## src/ebc_consts.svh

```systemverilog
`ifndef EBC_CONSTS_SVH
`define EBC_CONSTS_SVH
// Timing config word layout per region
`define CFG_AB_POS      0
`define CFG_AB_W        1
`define CFG_EXT_POS     1
`define CFG_EXT_W       2
`define CFG_C_POS       3
`define CFG_C_W         2
`define CFG_D_POS       5
`define CFG_E_POS       6
`define CFG_E_W         5
`define CFG_F_POS       11
`define CFG_F_W         2
`define CFG_RDY_POS     13
`define CFG_WIDTH       14
// Bus clock period in system clocks
`define BUS_CLK_DIV     2
`endif

```

## src/ebc_pkg.sv

```systemverilog
package ebc_pkg;
   typedef enum logic [2:0]
   {
      PH_IDLE,
      PH_AB,
      PH_C,
      PH_D,
      PH_E,
      PH_F
   } phase_t;
endpackage

```

## src/ebc_fifo.sv

```systemverilog
module ebc_fifo
   import ebc_pkg::*;
#(
   parameter int WIDTH = 8,
   parameter int DEPTH = 8
)
(
   input  wire logic             clk_sys_in,
   input  wire logic             rst_b_in,
   input  wire logic             in_valid_in,
   output logic                  in_ready_out,
   input  wire logic [WIDTH-1:0] in_data_in,
   output logic                  out_valid_out,
   input  wire logic             out_ready_in,
   output logic      [WIDTH-1:0] out_data_out
);
   localparam int AW = $clog2(DEPTH);
   initial
   begin
      if (DEPTH < 2 || (1 << AW) != DEPTH)
         $error("ebc_fifo depth must be a power of two >= 2");
   end
   logic [WIDTH-1:0] mem [DEPTH];
   logic [AW:0]      wr_ptr;
   logic [AW:0]      rd_ptr;
   wire              full;
   wire              empty;
   wire              push;
   wire              pop;
   assign full  = (wr_ptr[AW] != rd_ptr[AW]) &&
                  (wr_ptr[AW-1:0] == rd_ptr[AW-1:0]);
   assign empty = (wr_ptr == rd_ptr);
   assign push  = in_valid_in && !full;
   assign pop   = out_ready_in && !empty;
   assign in_ready_out  = !full;
   assign out_valid_out = !empty;
   assign out_data_out  = mem[rd_ptr[AW-1:0]];
   always_ff @(posedge clk_sys_in)
   begin
      if (push)
         mem[wr_ptr[AW-1:0]] <= in_data_in;
   end
   always_ff @(posedge clk_sys_in or negedge rst_b_in)
   begin
      if (!rst_b_in)
      begin
         wr_ptr <= '0;
         rd_ptr <= '0;
      end
      else
      begin
         if (push)
            wr_ptr <= wr_ptr + 1'b1;
         if (pop)
            rd_ptr <= rd_ptr + 1'b1;
      end
   end
endmodule

```

## src/external_bus_cycle_sequencer.sv

```systemverilog
`include "ebc_consts.svh"
// Notes on behaviour
// - Each cycle walks address setup, command delay, data setup, access, hold; delay, data setup and hold phases of zero length are skipped.
// - Phase lengths come from a per-region timing configuration word.
// - With handshake on, access ends only once ready is seen.
// - Command delay 0..3 periods; access 1..32 periods.
// - Address setup 1..2 periods, plus 0..3 on region change.
// - Write-data setup or turnaround is 0 or 1 period.
// - Hold after command ends is 0..3 periods.
// - Read data captured on edge ending access, raising read strobe.
// - Address change after strobe end cannot corrupt captured data.
module external_bus_cycle_sequencer
   import ebc_pkg::*;
#(
   parameter int REGIONS    = 4,
   parameter int ADDR_W     = 24,
   parameter int DATA_W     = 16,
   parameter int FIFO_DEPTH = 8
)
(
   input  wire logic                          clk_sys_in,
   input  wire logic                          rst_b_in,
   input  wire logic [REGIONS*`CFG_WIDTH-1:0] region_cycle_timing_config_in,
   input  wire logic                          req_valid_in,
   output logic                               req_ready_out,
   input  wire logic                          req_write_in,
   input  wire logic [$clog2(REGIONS)-1:0]    req_region_in,
   input  wire logic [ADDR_W-1:0]             req_addr_in,
   input  wire logic [DATA_W-1:0]             req_wdata_in,
   input  wire logic                          req_upper_in,
   output logic                               rdata_valid_out,
   output logic      [DATA_W-1:0]             rdata_out,
   output logic                               busy_out,
   output logic      [ADDR_W-1:0]             addr_out,
   output logic      [REGIONS-1:0]            cs_b_out,
   output logic                               rd_b_out,
   output logic                               wr_b_out,
   output logic                               upper_byte_enable_b_out,
   output logic      [DATA_W-1:0]             data_out,
   output logic                               data_oe_out,
   input  wire logic [DATA_W-1:0]             data_in,
   input  wire logic                          ready_b_in
);
   localparam int RW = $clog2(REGIONS);
   localparam int QW = 1 + RW + ADDR_W + DATA_W + 1;
   initial
   begin
      if (REGIONS < 2 || `BUS_CLK_DIV < 1)
         $error("sequencer needs two regions and a divider of one or more");
   end

   // Request queue from the on-chip bus
   wire          q_valid;
   wire          q_pop;
   wire [QW-1:0] q_data;
   ebc_fifo #(.WIDTH(QW), .DEPTH(FIFO_DEPTH)) u_fifo
   (
      .clk_sys_in    (clk_sys_in),
      .rst_b_in      (rst_b_in),
      .in_valid_in   (req_valid_in && req_ready_out),
      .in_ready_out  (),
      .in_data_in    ({req_write_in, req_region_in, req_addr_in,
                       req_wdata_in, req_upper_in}),
      .out_valid_out (q_valid),
      .out_ready_in  (q_pop),
      .out_data_out  (q_data)
   );
   // Ready drops once a registered count of queued entries reaches FIFO_DEPTH - 1, one short of full, keeping outputs flopped
   logic [$clog2(FIFO_DEPTH):0] q_count;

   function automatic logic [`CFG_WIDTH-1:0] cfg_of(input logic [RW-1:0] r);
      cfg_of = region_cycle_timing_config_in[r*`CFG_WIDTH +: `CFG_WIDTH];
   endfunction

   phase_t           phase;
   phase_t           next_phase;
   logic [5:0]       per_cnt;
   logic [1:0]       tick_cnt;
   logic [RW-1:0]    cur_region;
   logic             last_valid;
   logic             cur_write;
   logic [`CFG_WIDTH-1:0] cfg;

   wire              tick;
   wire [RW-1:0]     q_region;
   wire [`CFG_WIDTH-1:0] q_cfg;
   wire              q_write;
   wire              region_change;
   wire [5:0]        ab_len;
   wire [5:0]        c_len;
   wire              d_len;
   wire [5:0]        e_len;
   wire [5:0]        f_len;
   wire              rdy_en;
   wire              phase_done;
   wire              access_end;
   wire              start;

   assign tick     = (tick_cnt == 2'(`BUS_CLK_DIV - 1));
   assign q_write  = q_data[QW-1];
   assign q_region = q_data[QW-2 -: RW];
   assign q_cfg    = cfg_of(q_region);
   assign region_change = !last_valid || (q_region != cur_region);
   // Setup length fixed at request start
   assign ab_len = 6'(q_cfg[`CFG_AB_POS]) + 6'd1 +
                   (region_change ? 6'(q_cfg[`CFG_EXT_POS +: `CFG_EXT_W])
                                  : 6'd0);
   assign c_len  = 6'(cfg[`CFG_C_POS +: `CFG_C_W]);
   assign d_len  = cfg[`CFG_D_POS];
   assign e_len  = 6'(cfg[`CFG_E_POS +: `CFG_E_W]) + 6'd1;
   assign f_len  = 6'(cfg[`CFG_F_POS +: `CFG_F_W]);
   assign rdy_en = cfg[`CFG_RDY_POS];
   // Access may only end on the last period, ready sampled then
   assign access_end = (phase == PH_E) && tick && (per_cnt == 6'd1) &&
                       (!rdy_en || !ready_b_in);
   assign phase_done = tick && (per_cnt <= 6'd1);
   assign start = (phase == PH_IDLE) && q_valid;
   assign q_pop = start;

   always_comb
   begin
      next_phase = phase;
      unique case (phase)
         PH_IDLE: if (q_valid) next_phase = PH_AB;
         // Zero-length phases are skipped so they cost no clock at all
         PH_AB:   if (phase_done)
                     next_phase = (c_len != 6'd0) ? PH_C :
                                  d_len ? PH_D : PH_E;
         PH_C:    if (phase_done) next_phase = d_len ? PH_D : PH_E;
         PH_D:    if (phase_done) next_phase = PH_E;
         PH_E:    if (access_end)
                     next_phase = (f_len != 6'd0) ? PH_F : PH_IDLE;
         PH_F:    if (phase_done) next_phase = PH_IDLE;
      endcase
   end

   wire enter = (next_phase != phase);
   wire [5:0] next_len = (next_phase == PH_AB) ? ab_len :
                         (next_phase == PH_C)  ? c_len  :
                         (next_phase == PH_D)  ? 6'(d_len) :
                         (next_phase == PH_E)  ? e_len  : f_len;

   always_ff @(posedge clk_sys_in or negedge rst_b_in)
   begin
      if (!rst_b_in)
      begin
         phase      <= PH_IDLE;
         per_cnt    <= '0;
         tick_cnt   <= '0;
         cur_region <= '0;
         last_valid <= 1'b0;
         cur_write  <= 1'b0;
         cfg        <= '0;
         q_count    <= '0;
      end
      else
      begin
         phase    <= next_phase;
         tick_cnt <= (enter || tick) ? 2'd0 : tick_cnt + 2'd1;
         if (enter)
            per_cnt <= next_len;
         else if (tick && per_cnt > 6'd1)
            per_cnt <= per_cnt - 6'd1;
         // Access holds while ready is inactive
         if (start)
         begin
            cur_region <= q_region;
            last_valid <= 1'b1;
            cur_write  <= q_write;
            cfg        <= q_cfg;
         end
         q_count <= q_count + ((req_valid_in && req_ready_out) ? 1'b1 : 1'b0)
                    - (q_pop ? 1'b1 : 1'b0);
      end
   end

   // Bus pins; all driven from flops
   always_ff @(posedge clk_sys_in or negedge rst_b_in)
   begin
      if (!rst_b_in)
      begin
         addr_out                <= '0;
         cs_b_out                <= '1;
         rd_b_out                <= 1'b1;
         wr_b_out                <= 1'b1;
         upper_byte_enable_b_out <= 1'b1;
         data_out                <= '0;
         data_oe_out             <= 1'b0;
         rdata_out               <= '0;
         rdata_valid_out         <= 1'b0;
         busy_out                <= 1'b0;
         req_ready_out           <= 1'b0;
      end
      else
      begin
         req_ready_out   <= (q_count < FIFO_DEPTH - 1);
         busy_out        <= (next_phase != PH_IDLE);
         rdata_valid_out <= 1'b0;
         if (start)
         begin
            addr_out                <= q_data[DATA_W+1 +: ADDR_W];
            data_out                <= q_data[1 +: DATA_W];
            upper_byte_enable_b_out <= !q_data[0];
            cs_b_out                <= ~(REGIONS'(1) << q_region);
         end
         // Read strobe through D and E, write strobe in E only; data driven from D to end of F
         if (next_phase == PH_D || (next_phase == PH_E && phase != PH_E))
         begin
            rd_b_out    <= cur_write;
            wr_b_out    <= !(cur_write && next_phase == PH_E);
            data_oe_out <= cur_write && (next_phase == PH_D || d_len);
         end
         if (next_phase == PH_E && cur_write)
            data_oe_out <= 1'b1;
         if (access_end)
         begin
            rd_b_out <= 1'b1;
            wr_b_out <= 1'b1;
            // Same edge that raises the strobe; bus data after it unused
            if (!cur_write)
            begin
               rdata_out       <= data_in;
               rdata_valid_out <= 1'b1;
            end
         end
         if (next_phase == PH_IDLE && phase != PH_IDLE)
         begin
            data_oe_out <= 1'b0;
            cs_b_out    <= '1;
         end
      end
   end
endmodule

```

## config.mk

```make
export PLATFORM = sky130hd
export DESIGN_NAME = external_bus_cycle_sequencer
export DESIGN_NICKNAME = d
export VERILOG_FILES = /design/src/ebc_pkg.sv /design/src/ebc_fifo.sv /design/src/external_bus_cycle_sequencer.sv
export VERILOG_INCLUDE_DIRS = /design/src
export SDC_FILE = /design/constraint.sdc
export NUM_CORES = 1
export LEC_CHECK = 0
export BUFFER_PORTS_ARGS = -buffer_cell sky130_fd_sc_hd__buf_2
export CORE_ASPECT_RATIO = 0.75
export CORE_MARGIN = 4
export CORE_UTILIZATION = 35
export CTS_CLUSTER_DIAMETER = 100
export DETAILED_ROUTE_END_ITERATION = 8
export PLACE_DENSITY = 0.59
export SLEW_MARGIN = 10
export SYNTH_ARGS = -nofsm -noshare
export SYNTH_HDL_FRONTEND = slang
export SYNTH_HIERARCHICAL = 1
export SYNTH_SLANG_ARGS = --single-unit
```

## constraint.sdc

```tcl
create_clock -name clk_sys_in -period 6.17 [get_ports clk_sys_in]
set_input_delay 0.3085 -clock clk_sys_in [delete_from_list [all_inputs] [get_ports clk_sys_in]]
set_output_delay 0.3085 -clock clk_sys_in [all_outputs]
set_load 0.1 [all_outputs]
```

==> results of run 1 <==
[flip-flops by register name, summed over array words and instances (netlist names)]
| signal | count |
|---|---|
| addr_out | 24 |
| busy_out | 1 |
| cfg | 11 |
| cs_b_out | 4 |
| cur_region | 2 |
| cur_write | 1 |
| data_oe_out | 1 |
| data_out | 16 |
| last_valid | 1 |
| per_cnt | 6 |
| phase | 3 |
| q_count | 4 |
| rd_b_out | 1 |
| rdata_out | 16 |
| rdata_valid_out | 1 |
| req_ready_out | 1 |
| tick_cnt | 2 |
| u_fifo/mem | 352 |
| u_fifo/rd_ptr | 4 |
| u_fifo/wr_ptr | 4 |
| upper_byte_enable_b_out | 1 |
| wr_b_out | 1 |
[per-stage QoR]
stage	total power, mW	hold slack [ps]	area, um2	worst slack [ps]
2_1_floorplan	7.82	12.9	18600	107
3_3_place_gp	8.65	351	20400	2040
3_5_place_dp	8.69	358	20400	2030
4_1_cts	11.6	6.38	22500	2020
5_1_grt	12.1	28.7	22500	1790
6_report	11.5	34.0	22500	2100
[area by class of cell]
class / instances / area share, %
sequential: 457 / 58.8
clock inverter: 28 / 1.21
antenna: 4 / 0.0445
clock buffer: 59 / 5.71
timing repair buffer: 258 / 7.19
inverter: 21 / 0.351
tap: 703 / 3.91
multi-input combinational: 532 / 22.8
[metal layers]
metal | vias up | GRT usage (%) | wire [um]
met1 | 5299 | 20.4 | 18800
met2 | 202 | 23.5 | 19800
met5 | - | 0 | 13
met4 | 2 | 3.39 | 759
li1 | 4612 | - | -
met3 | 59 | 2.97 | 1760
[cell usage in the layout (no fill, tap or decap), types with 9 or more instances in the layout]
cell type      count
buf_2            185
buf_4             16
clkbuf_16         49
clkinv_1           9
dfrtp_1           95
dlygate4sd3_1     57
edfxtp_1         352
ha_1              13
inv_1             19
mux2_2            63
mux4_2           102
nand2_1          186
nor2_1            18
o21ai_0           12
xnor2_1           15
xor2_1             9
[repair_timing]
action,CTS,global route
hold buffers,57,0
setup buffers,0,0
endpoints found under the hold margin,357,0
[where the power goes]
part | internal, mW | total, mW | leakage (nW) | switching, mW
Clock | 1.69 | 2.85 | 0.757 | 1.16
Sequential | 3.88 | 4.34 | 4.47 | 0.462
Combinational | 1.47 | 4.26 | 3.07 | 2.80
[path summary, 6_finish.rpt]
kind	cells past startpoint	endpoint	from	slack, ps
max in group asynchronous	3	u_fifo/rd_ptr[1]	rst_b_in	4510
min	1	u_fifo/mem[1][8]	req_wdata_in[7]	30
max reg2reg	10	per_cnt[1]	u_fifo/rd_ptr[0]	2100
max	10	per_cnt[1]	u_fifo/rd_ptr[0]	2100
min in group asynchronous	2	per_cnt[3]	rst_b_in	280
min reg2reg	1	req_ready_out	q_count[3]	420
[worst register-to-register path: cells and delay by family (launching register included)]
kind            cells  cell delay (ps)
buf+inv             1               40
simple gates        2              620
flops               1             1040
compound gates      1               80
fa+ha+maj           2              420
mux                 4             1720
==> key figures, run 1 <==
Timing
  • Rel. slew slack: 28.1%
  • Clock skew: 13.7 ps
  • Setup violations, final: 0
  • RSZ-0062 raised after global routing: no
  • Total Negative Setup Slacks: 0 ps
  • Max-slew violation count: 0
  • Final Hold Fails: 0
  • Minimum clock period: 4070 ps
  • Final period utilization: 66.0%
  • Actual slew at the worst max-slew pin: 1070 ps
  • Max Fclk: 246 MHz

Yosys
  • Cells after Synth: 1,062
  • Synth Net Count: 1,196
  • Cell area after synthesis: 18,600 um2
  • Post-Syn Area per Cell: 17.5 um2
  • Yosys warning count: 6

Job
  • Max cap viols: 0

Hold path
  • HP Class: in -> reg

Power and ir drop
  • Power per cell area: 509 nW/um2
  • VDD IR max: 343 uV
  • P_leak: 8.29 nW

Global route
  • Initial antenna violation count: 5
  • GRT overflow: 0
  • Vias in the first global route: 10,900
  • First-pass GRT wire length: 64,800 um
  • Tot GR Track Use: 14.6%
  • Largest net degree at the start of global routing: 65

Routing
  • Drt first pass iters: 5
  • Drt initial violations: 821
  • DR WL/cell: 19.9 um
  • Vias after detailed routing: 10,200
  • Antenna viol nets, final: 0
  • DRT Wirelength: 41,100 um
  • Drc violations: 0
  • DR vias/cell: 4.93

Critical path
  • CP Class: reg -> reg
  • WP data arrival: 4510 ps
  • CP Cell Sequence: mux4_2 -> mux2_2 -> mux4_2 -> nand2_1 -> ha_1 -> inv_1 -> ha_1 -> or4_4 -> o211ai_2 -> mux2i_1
  • Crit path max-delay family: multiplexers
  • Worst path slowest cell: dfrtp_4
  • CP startpoint kind: register
  • Max incr delay on CP: 1040 ps
  • Crit path required time: 6600 ps
  • Critical path capture point type: register
  • CP Buf/Inv Count: 1
  • CP max FO: 45

Place
  • Placer Congestion: 0.836
  • Dpl hpwl: 25,000 um
  • Inst Count DP: 1,914
  • I/O Buffers: 186

Clocking
  • Clock tree buffer depth: 3
  • Clk root buf: clkbuf_16
  • CTS clk-pin slew, worst paths: 60 ps
  • Total CTS buffers: 47
  • Insertion delay to the later sink of the worst-skew pair: 570 ps
  • TritonCTS clock tree: yes
  • CTS sink count: 457
  • # resized after CTS: 0
  • H-tree depth: 2

Finish
  • Syn-to-layout area delta: 20.7%
  • Share of post-route cells with drive strength above 1: 34.9%
  • Fillers: 4,650
  • Final net count: 1,451
  • FF+latch area: 13,200 um2
  • Non-filler cells, final: 2,062
  • Area occupied by multi-input gates: 5130 um2
  • Core Util, Final: 43.2%

Status
  • Status: complete, no violations

Floorplanning
  • Die footprint: 57,000 um2
  • Io pins: 187
  • Initial Utilization: 35.8%
  • Die Wd: 274 um
  • Std-Cell Rows: 72
  • Core box area: 52,100 um2
  • Die height: 208 um
No activity file was read; power rests on OpenSTA's default activity.
==> run 2: changes to the inputs <==
Clock period 6.17 ns to 3.3 ns, I/O delays scaled along.
==> run 2 against run 1 <==
Compared with the run above: via count is 1.5% higher; clock power rose by 84%; utilization increased by 0.85 points.
==> key figures, run 2 (synthesis gave the netlist of run 1 again) <==
Timing
  • Max-slew violation count: 0 (unchanged)
  • Final Hold Fails: 0 (unchanged)
  • Setup violations, final: 0 (unchanged)
  • Final period utilization: 93.1% (+27 points)
  • Actual slew at the worst max-slew pin: 1020 ps (-49.7 ps)
  • RSZ-0062 raised after global routing: no
  • PnR worst setup slack: 228 ps (-1870 ps)
  • Minimum clock period: 3070 ps (-999 ps)
  • WHS: 48.1 ps (+14.1 ps)
  • Clock skew: 15.9 ps (+2.20 ps)
  • Rel. slew slack: 31.3% (+3.2 points)
  • Total Negative Setup Slacks: 0 ps (unchanged)
  • Max Fclk: 326 MHz (+33%)

Global route
  • Tot GR Track Use: 15.0% (+0.49 points)
  • First-pass GRT wire length: 66,500 um (+2.6%)
  • GRT overflow: 0 (unchanged)
  • Vias in the first global route: 11,000 (+1.1%)
  • Largest net degree at the start of global routing: 65 (unchanged)
  • Initial antenna violation count: 2 (-3)

Clocking
  • Clock tree buffer depth: 3 (unchanged)
  • Total CTS buffers: 47 (unchanged)
  • Setup Fix Bufs, Post-CTS: 0 (unchanged)
  • H-tree depth: 2 (unchanged)
  • TritonCTS clock tree: yes
  • Clk root buf: clkbuf_16
  • CTS clk-pin slew, worst paths: 60 ps (about the same)
  • Insertion delay to the later sink of the worst-skew pair: 590 ps (+20 ps)
  • CTS sink count: 457 (unchanged)

Place
  • Worst slack, placed: 212 ps (-1820 ps)
  • Inst Count DP: 1,937 (+1.2%)
  • Post-DP Area: 20,600 um2 (+1.1%)
  • I/O Buffers: 186 (unchanged)
  • Dpl hpwl: 25,300 um (+0.95%)
  • Placer Congestion: 0.842 (+0.73%)

Finish
  • Final net count: 1,498 (+3.2%)
  • FF+latch area: 13,200 um2 (unchanged)
  • Final non-filler cell area: 22,900 um2 (+2.0%)
  • Most frequent cells in the layout: edfxtp_1 (352), nand2_1 (186), buf_2 (185)
  • Share of post-route cells with drive strength above 1: 35.6% (+0.66 points)
  • Area occupied by multi-input gates: 5170 um2 (+0.83%)
  • N_diodes: 0 (-4)
  • Non-filler cells, final: 2,106 (+2.1%)
  • Commonest non-fill, non-tap cell in the layout: edfxtp_1
  • Fillers: 4,657 (+0.15%)
  • Syn-to-layout area delta: 23.0%
  • Max reg flops: 352 (unchanged)

Critical path
  • Critical path capture point type: register
  • Worst path slowest cell: mux4_2
  • CP Class: reg -> reg
  • Crit path required time: 3750 ps (-2850 ps)
  • Max incr delay on CP: 510 ps (-530 ps)
  • CP max FO: 11 (-76%)
  • CP startpoint kind: register
  • FF-to-FF End: per_cnt[1]
  • Crit path max-delay family: multiplexers
  • WP data arrival: 3520 ps (-990 ps)
  • CP Buf/Inv Count: 1 (unchanged)
  • Reg2reg start: u_fifo/rd_ptr[0]
  • CP Cell Sequence: mux4_2 -> mux2_4 -> mux4_2 -> nand2_1 -> ha_1 -> inv_1 -> ha_1 -> or4_4 -> o211ai_2 -> mux2i_1
  • R2R depth: 10 (unchanged)
  • Reg2reg setup slack: 230 ps (-1870 ps)

Floorplanning
  • Die footprint: 57,000 um2 (unchanged)
  • Core box area: 52,100 um2 (unchanged)
  • Die height: 208 um (unchanged)
  • Io pins: 187 (unchanged)
  • Std-Cell Rows: 72 (unchanged)
  • Die Wd: 274 um (unchanged)
  • Initial Utilization: 35.8% (unchanged)

Job
  • Max cap viols: 0 (unchanged)

Routing
  • Drc violations: 0 (unchanged)
  • Vias after detailed routing: 10,300 (+1.5%)
  • Antenna viol nets, final: 0 (unchanged)
  • DRT Wirelength: 42,700 um (+3.8%)
  • DR WL/cell: 20.3 um (+1.6%)
  • Drt initial violations: 694 (-15%)
  • DR vias/cell: 4.90 (-0.64%)
  • Drt first pass iters: 5 (unchanged)

Power and ir drop
  • Reg power frac: 35.9% (-2.0 points)
  • VDD IR max: 634 uV (+85%)
  • P_int: 13.3 mW (+89%)
  • Power per cell area: 947 nW/um2 (+86%)
  • Clock network fraction of design power: 24.2% (-0.7 points)
  • P_sw: 8.40 mW (+90%)
  • Switching fraction of total power: 38.7% (+0.071 points)
  • Combinational cell fraction of total power: 39.9% (+2.7 points)
  • P_leak: 8.50 nW (+2.5%)

Hold path
  • Hold path depth: 4 (+3)
  • HP Class: in -> reg
  • Worst Hold Launch: region_cycle_timing_config_in[13]
  • Worst Hold End: cfg[13]

Status
  • Status: complete, no violations
-- run 2: how the worst max path moves through the flow --
stage	startpoint	end	slack, ps	cells past startpoint
floorplan	req_ready_out	u_fifo/mem[1][0]	-520	5
global placement	u_fifo/rd_ptr[0]	per_cnt[1]	240	10
detailed placement	u_fifo/rd_ptr[0]	per_cnt[1]	210	10
CTS	u_fifo/rd_ptr[0]	data_oe_out	180	9
global route	u_fifo/rd_ptr[0]	data_oe_out	60	9
finish	u_fifo/rd_ptr[0]	per_cnt[1]	230	10
-- run 2: final cells by class --
class                   count  area share, %
clock buffers              63           5.52
clock inverters            25           1.19
flip-flops and latches    457           57.6
well taps                 703           3.84
inverters                  21          0.344
multi-input cells         532           22.6
repair buffers            305           8.90
-- run 2: worst register-to-register path, stage by stage, from the launching register on --
cell and delay (ps):
dfrtp_4 490, mux4_2 510, mux2_4 370, mux4_2 450, nand2_1 80, ha_1 140
inv_1 40, ha_1 280, or4_4 420, o211ai_2 70, mux2i_1 80
-- run 2: power groups by stage --
stage / Clock, mW / Sequential (mW) / Combinational (mW)
2_1_floorplan: 0 / 10.4 / 4.34
3_3_place_gp: 0 / 7.89 / 8.47
3_5_place_dp: 0 / 7.93 / 8.53
4_1_cts: 5.42 / 7.82 / 8.77
5_1_grt: 5.67 / 7.92 / 9.28
6_report: 5.25 / 7.80 / 8.66
-- run 2: per-stage QoR --
stage	power [mW]	utilization, %
after CTS	22.0	44.0
after floorplan	14.7	-
final	21.7	44.0
after global placement	16.4	39.5
after detailed placement	16.5	39.5
after global routing	22.9	44.0
-- run 2: layer usage --
metal,vias up,share of wire [%],global-route usage [%]
li1,4699,-,-
met1,5323,45,20.8
met2,237,48,24.5
met3,62,4.5,2.95
met4,4,2.0,4.13
met5,-,0.063,0
-- run 2: timing repair --
item | 4_1_cts | 5_1_grt
hold endpoints to repair | 420 | 0
resized for setup | 0 | 1
hold buffers | 81 | 0
endpoints found under the setup margin | 0 | 2
==> run 3: changes to the inputs <==
Settings changed: PLACE_DENSITY 0.59 to 0.57.
Clock period 3.3 ns to 3.85 ns, I/O delays scaled along.
==> run 3 against run 2 <==
Compared with the run above: critical endpoint is now data_oe_out; combinational power down 17%; clock power decreased by 15%; setup slack improved by 270 ps; critical path type unchanged; sequential power down 14%; worst hold slack worse by 5.6 ps.
==> key figures, run 3 (synthesis gave the netlist of run 1 again) <==
Status
  • Status: complete, no violations

Floorplanning
  • Std-Cell Rows: 72 (unchanged)
  • Die Wd: 274 um (unchanged)
  • Initial Utilization: 35.8% (unchanged)
  • Core box area: 52,100 um2 (unchanged)
  • Die height: 208 um (unchanged)
  • Io pins: 187 (unchanged)
  • Die footprint: 57,000 um2 (unchanged)

Clocking
  • Insertion delay to the later sink of the worst-skew pair: 570 ps (-20 ps)
  • # resized after CTS: 0 (unchanged)
  • CTS sink count: 457 (unchanged)
  • Clock tree buffer depth: 3 (unchanged)
  • Setup Fix Bufs, Post-CTS: 0 (unchanged)
  • Clk root buf: clkbuf_16
  • CTS clk-pin slew, worst paths: 60 ps (about the same)
  • Cts hold-fix bufs: 61 (-25%)
  • H-tree depth: 2 (unchanged)
  • TritonCTS clock tree: yes
  • Total CTS buffers: 47 (unchanged)

Finish
  • Non-filler cells, final: 2,073 (-1.6%)
  • FF+latch area: 13,200 um2 (unchanged)
  • Core Util, Final: 43.4% (-0.60 points)
  • Final net count: 1,465 (-2.2%)
  • Fillers: 4,670 (+0.28%)
  • Commonest non-fill, non-tap cell in the layout: edfxtp_1
  • Most frequent cells in the layout: edfxtp_1 (352), nand2_1 (186), buf_2 (185)
  • Max reg flops: 352 (unchanged)
  • Area occupied by multi-input gates: 5150 um2 (-0.53%)
  • Syn-to-layout area delta: 21.4%
  • Share of post-route cells with drive strength above 1: 35.3% (-0.26 points)
  • Final non-filler cell area: 22,600 um2 (-1.4%)

Timing
  • Total Negative Setup Slacks: 0 ps (unchanged)
  • Minimum clock period: 3350 ps (+280 ps)
  • RSZ-0062 raised after global routing: no
  • Max-slew violation count: 0 (unchanged)
  • WHS: 42.5 ps (-5.62 ps)
  • Max Fclk: 298 MHz (-8.4%)
  • Clock skew: 14.4 ps (-1.49 ps)
  • Actual slew at the worst max-slew pin: 994 ps (-25.0 ps)
  • Rel. slew slack: 33.0% (+1.7 points)
  • PnR worst setup slack: 498 ps (+270 ps)
  • Final Hold Fails: 0 (unchanged)
  • Setup violations, final: 0 (unchanged)
  • Final period utilization: 87.1% (-6.0 points)

Critical path
  • R2R depth: 9 (-1)
  • WP data arrival: 3800 ps (+280 ps)
  • CP startpoint kind: register
  • CP Class: reg -> reg
  • Critical path capture point type: register
  • CP max FO: 10 (-1)
  • Crit path required time: 4300 ps (+550 ps)

Routing
  • DR WL/cell: 20.5 um (+1.1%)
  • Drt initial violations: 663 (-4.5%)
  • Drt first pass iters: 4 (-1)
  • Vias after detailed routing: 10,200 (-1.1%)
  • DRT Wirelength: 42,500 um (-0.50%)
  • Drc violations: 0 (unchanged)
  • Antenna viol nets, final: 0 (unchanged)
  • DR vias/cell: 4.93 (+0.48%)

Global route
  • First-pass GRT wire length: 66,400 um (-0.22%)
  • Vias in the first global route: 11,000 (+0.14%)
  • Largest net degree at the start of global routing: 89 (+37%)
  • Tot GR Track Use: 15.0% (about the same)
  • Initial antenna violation count: 4 (+2)
  • GRT overflow: 0 (unchanged)

Power and ir drop
  • Reg power frac: 36.5% (+0.6 points)
  • P_sw: 7.12 mW (-15%)
  • Total chip power: 18.4 mW (-15%)
  • Power per cell area: 812 nW/um2 (-14%)
  • Switching fraction of total power: 38.8% (+0.093 points)
  • Clock network fraction of design power: 24.2% (about the same)
  • VDD IR max: 597 uV (-5.8%)
  • P_int: 11.2 mW (-16%)
  • Combinational cell fraction of total power: 39.2% (-0.7 points)
  • P_leak: 8.36 nW (-1.7%)

Place
  • Post-DP Area: 20,500 um2 (-0.40%)
  • Placer Congestion: 0.830 (-1.4%)
  • I/O Buffers: 186 (unchanged)
  • Worst slack, placed: 564 ps (+352 ps)
  • Inst Count DP: 1,924 (-0.67%)
  • Dpl hpwl: 25,300 um (about the same)

Hold path
  • Hold path depth: 4 (unchanged)
  • HP Class: in -> reg

Job
  • Max cap viols: 0 (unchanged)
==> run 3: final cells by class <==
class	instances	area share [%]
multi-input combinational	532	22.8
clock buffer	65	5.86
clock inverter	21	0.824
tap	703	3.89
inverter	21	0.348
timing repair buffer	272	7.88
sequential	457	58.4
antenna	2	0.0221
==> run 3: power groups by stage <==
stage / Sequential, mW / Combinational [mW] / Clock [mW]
floorplan: 8.88 / 3.65 / 0
global placement: 6.79 / 7.20 / 0
finish: 6.71 / 7.20 / 4.45
detailed placement: 6.81 / 7.24 / 0
global route: 6.82 / 7.74 / 4.81
CTS: 6.72 / 7.31 / 4.59
==> run 3: worst paths after layout <==
kind | from | to | slack (ps)
worst max-delay path | u_fifo/wr_ptr[0] | data_oe_out | 500
worst min-delay path | region_cycle_timing_config_in[37] | cfg[9] | 40
worst max register to register | u_fifo/wr_ptr[0] | data_oe_out | 500
worst min register to register | q_count[3] | req_ready_out | 430
max in group asynchronous | rst_b_in | addr_out[2] | 2580
min in group asynchronous | rst_b_in | cfg[11] | 260
==> run 3: metal layers <==
| layer | vias up | track usage (%) | share of wire, % |
|---|---|---|---|
| met5 | - | 0 | 0.064 |
| met4 | 4 | 3.02 | 1.3 |
| met3 | 47 | 3.30 | 5.2 |
| met2 | 222 | 23.6 | 47 |
| met1 | 5300 | 21.7 | 46 |
| li1 | 4639 | - | - |
==> run 3: worst max-delay path, stage by stage, from the launching register on <==
cell and delay [ps]:
dfrtp_1 640, xor2_1 260, nor3_1 400, nand2_1 230, inv_1 150, and4_1 220
or2_0 360, inv_2 160, or4_1 640, a21boi_1 170
